[config.mk]
export PLATFORM = sky130hd
export DESIGN_NAME = dbgc_top
export DESIGN_NICKNAME = d
export VERILOG_FILES = /design/src/core/dbgc_pkg.sv /design/src/core/dbgc_top.sv
export SDC_FILE = /design/constraint.sdc
export NUM_CORES = 1
export LEC_CHECK = 0
export BUFFER_PORTS_ARGS = -buffer_cell sky130_fd_sc_hd__buf_2
export CORE_AREA = 2 2 77 79
export DETAILED_ROUTE_END_ITERATION = 7
export DIE_AREA = 0 0 79 81
export PLACE_DENSITY = 0.79
export SLEW_MARGIN = 30
export SYNTH_ARGS = -nofsm -noshare
export SYNTH_HDL_FRONTEND = slang
export SYNTH_SLANG_ARGS = --single-unit
[constraint.sdc]
create_clock -name ref_clk_i -period 2.92 [get_ports ref_clk_i]
set_clock_uncertainty 0.05 [all_clocks]
set_input_delay 0 -clock ref_clk_i [delete_from_list [all_inputs] [get_ports ref_clk_i]]
set_output_delay 0 -clock ref_clk_i [all_outputs]
set_load 0.1 [all_outputs]
[src/core/dbgc_pkg.sv]
/*
 Package for the debug-port CC connection-detect block: states, role
 modes, timing constants and the pin/status carrier structs.
 Assumes a 100 MHz port controller clock.
*/
package dbgc_pkg;

	// ************************************************************
	// Timing
	// ************************************************************
	localparam int CLK_PERIOD_NS      = 10;
	localparam int DEBOUNCE_TIME_US   = 100;
	localparam int DEBOUNCE_CYCLES    = (DEBOUNCE_TIME_US * 1000 + CLK_PERIOD_NS - 1) / CLK_PERIOD_NS;
	localparam int TOGGLE_TIME_US     = 50;
	localparam int TOGGLE_CYCLES      = (TOGGLE_TIME_US * 1000) / CLK_PERIOD_NS;
	localparam int CNT_W              = 24;

	// ************************************************************
	// Field widths and reset values
	// ************************************************************
	localparam int          CUR_W      = 2;
	localparam logic [1:0]  CUR_RESET  = 2'h0;

	// ************************************************************
	// Role and state encodings
	// ************************************************************
	typedef enum logic [1:0] {
		DBGC_ROLE_SRC,
		DBGC_ROLE_SNK,
		DBGC_ROLE_DRP
	} dbgc_role_t;

	typedef enum logic [2:0] {
		DBGC_UNATT_SRC,
		DBGC_WAIT_SRC,
		DBGC_ATT_SRC,
		DBGC_UNATT_SNK,
		DBGC_WAIT_SNK
	} dbgc_state_t;

	// ************************************************************
	// Carriers
	// ************************************************************
	typedef struct packed {
		logic cc1_pulldown;
		logic cc2_pulldown;
		logic cc1_pullup;
		logic cc2_pullup;
		logic vbus_present;
	} dbgc_sense_t;

	typedef struct packed {
		logic        pullup_en;
		logic        pulldown_en;
		logic [1:0]  pullup_level;
		logic        vbus_en;
		logic        attach_wait;
		logic        attached;
	} dbgc_drive_t;

endpackage

[src/core/dbgc_top.sv]
/*
 CC connection-detect logic of a debug test port facing a target port
 without debug accessory support. Sense levels come from analog
 comparators asynchronous to ref_clk_i and are synchronised here.
 Assumes role_i and offer_level_i are static or from ref_clk_i logic.
*/
`timescale 1ns/10ps
module dbgc_top (
	input  wire logic                   ref_clk_i,
	input  wire logic                   reset_i,
	input  wire dbgc_pkg::dbgc_role_t   role_i,
	input  wire logic [1:0]             offer_level_i,
	input  wire dbgc_pkg::dbgc_sense_t  sense_i,
	output dbgc_pkg::dbgc_drive_t       drive_o,
	output dbgc_pkg::dbgc_state_t       state_o
);

	// ************************************************************
	// Input synchronisers
	// ************************************************************
	dbgc_pkg::dbgc_sense_t sync_a;
	dbgc_pkg::dbgc_sense_t sync_b;

	always_ff @(posedge ref_clk_i) begin
		if (reset_i) begin
			sync_a <= '0;
			sync_b <= '0;
		end else begin
			sync_a <= sense_i;
			sync_b <= sync_a;
		end
	end

	// ************************************************************
	// Decode
	// ************************************************************
	wire logic both_pd   = sync_b.cc1_pulldown & sync_b.cc2_pulldown;
	wire logic both_pu   = sync_b.cc1_pullup & sync_b.cc2_pullup;
	wire logic both_open = ~(sync_b.cc1_pullup | sync_b.cc2_pullup);
	wire logic any_pd    = sync_b.cc1_pulldown | sync_b.cc2_pulldown;

	// ************************************************************
	// State machine
	// ************************************************************
	dbgc_pkg::dbgc_state_t state;
	dbgc_pkg::dbgc_state_t next_state;
	logic [dbgc_pkg::CNT_W-1:0] deb_cnt;
	logic [dbgc_pkg::CNT_W-1:0] next_deb_cnt;
	logic [dbgc_pkg::CNT_W-1:0] tog_cnt;
	logic [dbgc_pkg::CNT_W-1:0] next_tog_cnt;

	localparam logic [dbgc_pkg::CNT_W-1:0] DEB_LAST =
		dbgc_pkg::CNT_W'(dbgc_pkg::DEBOUNCE_CYCLES - 1);
	localparam logic [dbgc_pkg::CNT_W-1:0] TOG_LAST =
		dbgc_pkg::CNT_W'(dbgc_pkg::TOGGLE_CYCLES - 1);

	wire logic is_drp   = (role_i == dbgc_pkg::DBGC_ROLE_DRP);
	wire logic tog_done = (tog_cnt == TOG_LAST);
	wire logic deb_done = (deb_cnt == DEB_LAST);

	always_comb begin
		next_state   = state;
		next_deb_cnt = '0;
		next_tog_cnt = '0;
		case (state)
			dbgc_pkg::DBGC_UNATT_SRC: begin
				next_tog_cnt = tog_cnt + 1'b1;
				if (both_pd) begin
					next_state = dbgc_pkg::DBGC_WAIT_SRC;
				end else if (role_i == dbgc_pkg::DBGC_ROLE_SNK) begin
					next_state = dbgc_pkg::DBGC_UNATT_SNK;
				end else if (is_drp && tog_done) begin
					next_state = dbgc_pkg::DBGC_UNATT_SNK;
				end
			end
			dbgc_pkg::DBGC_WAIT_SRC: begin
				if (!both_pd) begin
					next_state = dbgc_pkg::DBGC_UNATT_SRC;
				end else if (deb_done) begin
					next_state = dbgc_pkg::DBGC_ATT_SRC;
				end else begin
					next_deb_cnt = deb_cnt + 1'b1;
				end
			end
			dbgc_pkg::DBGC_ATT_SRC: begin
				if (!any_pd) begin
					next_state = dbgc_pkg::DBGC_UNATT_SRC;
				end
			end
			dbgc_pkg::DBGC_UNATT_SNK: begin
				next_tog_cnt = tog_cnt + 1'b1;
				if (both_pu) begin
					next_state = dbgc_pkg::DBGC_WAIT_SNK;
				end else if (role_i == dbgc_pkg::DBGC_ROLE_SRC) begin
					next_state = dbgc_pkg::DBGC_UNATT_SRC;
				end else if (is_drp && tog_done) begin
					next_state = dbgc_pkg::DBGC_UNATT_SRC;
				end
			end
			dbgc_pkg::DBGC_WAIT_SNK: begin
				// No VBUS from a far port lacking debug support: stay here
				if (both_open) begin
					next_state = dbgc_pkg::DBGC_UNATT_SNK;
				end
			end
			default: begin
				next_state = dbgc_pkg::DBGC_UNATT_SNK;
			end
		endcase
	end

	always_ff @(posedge ref_clk_i) begin
		if (reset_i) begin
			state   <= dbgc_pkg::DBGC_UNATT_SNK;
			deb_cnt <= '0;
			tog_cnt <= '0;
		end else begin
			state   <= next_state;
			deb_cnt <= next_deb_cnt;
			tog_cnt <= (next_state != state) ? '0 : next_tog_cnt;
		end
	end

	// ************************************************************
	// Outputs
	// ************************************************************
	wire logic src_side = (next_state == dbgc_pkg::DBGC_UNATT_SRC) ||
	                      (next_state == dbgc_pkg::DBGC_WAIT_SRC) ||
	                      (next_state == dbgc_pkg::DBGC_ATT_SRC);
	wire logic next_att = (next_state == dbgc_pkg::DBGC_ATT_SRC);

	dbgc_pkg::dbgc_drive_t next_drive;

	always_comb begin
		next_drive              = '0;
		next_drive.pullup_en    = src_side;
		next_drive.pulldown_en  = ~src_side;
		next_drive.pullup_level = next_att ? offer_level_i : dbgc_pkg::CUR_RESET;
		next_drive.vbus_en      = next_att;
		next_drive.attach_wait  = (next_state == dbgc_pkg::DBGC_WAIT_SRC) ||
		                          (next_state == dbgc_pkg::DBGC_WAIT_SNK);
		next_drive.attached     = next_att;
	end

	always_ff @(posedge ref_clk_i) begin
		if (reset_i) begin
			drive_o <= '0;
			state_o <= dbgc_pkg::DBGC_UNATT_SNK;
		end else begin
			drive_o <= next_drive;
			state_o <= next_state;
		end
	end

	// ************************************************************
	// Checks
	// ************************************************************
	a_vbus_with_attach: assert property (@(posedge ref_clk_i) disable iff (reset_i)
		drive_o.vbus_en == (state_o == dbgc_pkg::DBGC_ATT_SRC))
		else $error("VBUS enable not tied to attached state");

	a_attach_after_debounce: assert property (@(posedge ref_clk_i) disable iff (reset_i)
		(state == dbgc_pkg::DBGC_WAIT_SRC && next_state == dbgc_pkg::DBGC_ATT_SRC)
		|-> deb_cnt == DEB_LAST)
		else $error("Source attached before debounce elapsed");

	a_debounce_restart: assert property (@(posedge ref_clk_i) disable iff (reset_i)
		(state == dbgc_pkg::DBGC_WAIT_SRC && !both_pd)
		|=> (state == dbgc_pkg::DBGC_UNATT_SRC && deb_cnt == '0))
		else $error("Debounce not restarted on drop");

	a_pullup_level: assert property (@(posedge ref_clk_i) disable iff (reset_i)
		(state == dbgc_pkg::DBGC_ATT_SRC && any_pd && $stable(offer_level_i))
		|=> drive_o.pullup_level == $past(offer_level_i))
		else $error("Pull-up level does not follow offer");

	a_src_detach: assert property (@(posedge ref_clk_i) disable iff (reset_i)
		(state == dbgc_pkg::DBGC_ATT_SRC && !any_pd) |=> state == dbgc_pkg::DBGC_UNATT_SRC)
		else $error("Source detach missed");

	a_snk_wait_entry: assert property (@(posedge ref_clk_i) disable iff (reset_i)
		(state == dbgc_pkg::DBGC_UNATT_SNK && both_pu) |=> state == dbgc_pkg::DBGC_WAIT_SNK)
		else $error("Sink did not enter attach wait");

	a_snk_holds_wait: assert property (@(posedge ref_clk_i) disable iff (reset_i)
		(state == dbgc_pkg::DBGC_WAIT_SNK && !both_open && !sync_b.vbus_present)
		|=> state == dbgc_pkg::DBGC_WAIT_SNK)
		else $error("Sink left attach wait while terminated");

	a_snk_detach: assert property (@(posedge ref_clk_i) disable iff (reset_i)
		(state == dbgc_pkg::DBGC_WAIT_SNK && both_open) |=> state == dbgc_pkg::DBGC_UNATT_SNK)
		else $error("Sink detach missed");

	a_drp_toggle: assert property (@(posedge ref_clk_i) disable iff (reset_i)
		(is_drp && state == dbgc_pkg::DBGC_UNATT_SNK && tog_done && !both_pu)
		|=> state == dbgc_pkg::DBGC_UNATT_SRC)
		else $error("Dual-role toggle missed");

endmodule

==> qor.yml <==
logic_synthesis:
  synth_nets: 324
  synthArstFlopShare_pct: 0
  ys_seq_area_share_pct: 46.7
  ys_types: 41
  syn_area_mm2: 0.00278
  ys_seq_elements: 65
  synthCells: 311
  synth_edf_count: 0
  synth_area_per_cell_um2: 8.95
  synthFlopType: "dfxtp_1"
  yosysWarnings: 0
detailed_routing:
  dr_total_vias: 2236
  antenna_left: 0
  routedWlPerCell_um: 12.5
  drt_wl_total_mm: 5.28
  drt-pass1-iter-count: 4
  drcViolationCount: 0
  drt_iter0_markers: 86
  avgViaCountPerCell: 5.27
critical_path:
  worstSetupPathType: "register to register"
  cp_max_fo: 4
  cp.arrival_ps: 2650
  critPathCaptureType: "register"
  crit_path_start_kind: "register"
  crit_required_ps: 3160
timing:
  setup_viol: 0
  maxSlewViolCount: 0
  worst_pin_slew_ps: 489
  max_slew_margin_pct: 67.6
  clock.fmax_mhz: 414
  rsz0062_at_grt: "no"
  finalCriticalPeriod_ps: 2410
  final_hold_viol_count: 0
  fin_tns_setup_ps: 0
  fin_crit_sh_pct: 82.6
clocking:
  htreeDepth: 3
  worstSkewPairLatency_ps: 350
  cts_tree: "built"
  cts_buffer_depth: 2
  postCtsSetupBuffers: 0
  cts.sinks: 65
  numCtsBuffers: 9
  clk_pin_slew_ps: 70
  cts_root_buf: "clkbuf_8"
grt:
  grt_max_degree: 25
  grtUsageTotal_pct: 19.1
  grt_pass1_wl_mm: 9.37
  grt_overflow: 0
  antenna_found_initial: 0
  grt_pass1_vias: 2162
floorplanning:
  fp.dieW_um: 79
  initial_core_util_pct: 49.1
  fp-row-count: 28
  core_mm2: 0.00568
  dieArea_mm2: 0.00640
  dieHeight_um: 81
  io_pins: 21
job:
  cap_violations: 0
final_layout:
  nNetsFinal: 357
  n_antenna_cell: 0
  areaGrowthSynthToFinish_pct: 19.2
  layout_common_cells: "65 x dfxtp_1, 43 x nor2_1, 29 x nor3_1"
  final_common_cell: "dfxtp_1"
  drive_gt1_share_pct: 12.9
pwr:
  ir_drop_mv: 0.445
  total_power_mw: 2.10
  p_leak_nw: 1.13
  p_per_area_mw_per_mm2: 632
placement:
  portBuffers: 19
  dp_hpwl_mm: 3.47
  globalplace.congestion: 0.797
hold_path:
  min_path_type: "input pin to register"
run_status:
  status: "finished, final reports clean"
## metal layers
layer | GRT usage [%] | part of all wire, % | vias up
met4 | 9.14 | 1.8 | 0
met2 | 32.7 | 49 | 45
met1 | 21.8 | 45 | 1045
met3 | 5.67 | 4.3 | 7
met5 | 0 | 0 | -
li1 | - | - | 1139
## logic make-up (layout without fill, tap and decap cells)
family	count (synthesis)	after routing	synth area share (%)
flip-flops	65	65	46.7
XOR/XNOR	43	43	13.5
AND/OR/NAND/NOR	165	165	30.8
AO/OA/AOI/OAI	18	18	5.30
adder cells (fa/ha/maj)	2	2	0.899
buffers and inverters	18	56	2.74
## power by group
group          internal [mW]  total [mW]  leakage [nW]  switching (mW)
logic                 0.0526       0.210         0.476           0.157
clock network          0.637       0.971         0.129           0.334
registers              0.904       0.915         0.527          0.0108
## worst paths after layout
| path | start | to | slack [ps] | cells after the start |
|---|---|---|---|---|
| worst min register to register | sync_a[1]$_SDFF_PP0_ | sync_b[1]$_SDFF_PP0_ | 390 | 1 |
| worst max-delay path | tog_cnt[0]$_SDFF_PP0_ | drive_o[6]$_SDFF_PP0_ | 510 | 7 |
| worst min-delay path | role_i[0] | state_o[1]$_SDFF_PP1_ | 170 | 5 |
| worst max register to register | tog_cnt[0]$_SDFF_PP0_ | drive_o[6]$_SDFF_PP0_ | 510 | 7 |
## layout make-up
type                       instances  area (um^2)
timing repair buffer              33          228
clock inverter                     4         97.6
multi-input combinational        228         1410
sequential                        65         1300
fill                             504         2360
clock buffer                      12          165
inverter                           7         26.3
tap                               75         93.8
## timing repair
item | 4_1_cts | 5_1_grt
hold buffers | 11 | 0
endpoints found under the hold margin | 12 | 0
resized for setup | 0 | 0
## worst max-delay path: stages, from the launching register on
cell,delay [ps]
dfxtp_1,380
ha_1,210
or4bb_1,440
or3_1,410
o21ba_1,210
a2111oi_4,300
o21bai_1,190
and3_1,170
## state kept, by name, summed over array words and instances, names as in the netlist
register	cells
deb_cnt	24
drive_o	6
state_o	3
sync_a	4
sync_b	4
tog_cnt	24
## through the flow
step           hold WS, ps  cells  area [um^2]  setup slack, ps  utilization, %
2_1_floorplan         30.3    311         2780              267               -
3_3_place_gp           160    397         2950              570            51.9
3_5_place_dp           169    397         2950              530            51.9
4_1_cts                153    424         3320              508            58.5
5_1_grt                215    424         3320              343            58.5
6_report               165    424         3320              507            58.5
## cells in the mapped netlist, types with 3 or more instances
cell | number | area [um^2]
and3_1 | 5 | 31.3
nor2_1 | 43 | 161
a21oi_1 | 4 | 20.0
nor2b_1 | 10 | 62.6
nor4b_1 | 3 | 26.3
xor2_1 | 23 | 201
nand4_1 | 10 | 62.6
buf_2 | 4 | 20.0
and4_1 | 3 | 26.3
nor4_1 | 4 | 25.0
dfxtp_1 | 65 | 1300
nand3_1 | 19 | 95.1
clkbuf_1 | 6 | 22.5
and2_1 | 3 | 18.8
nor3_1 | 29 | 145
xnor2_1 | 20 | 175
nand2_1 | 21 | 78.8
or3_1 | 4 | 25.0
inv_1 | 7 | 26.3
No activity file was read; power rests on OpenSTA's default activity.
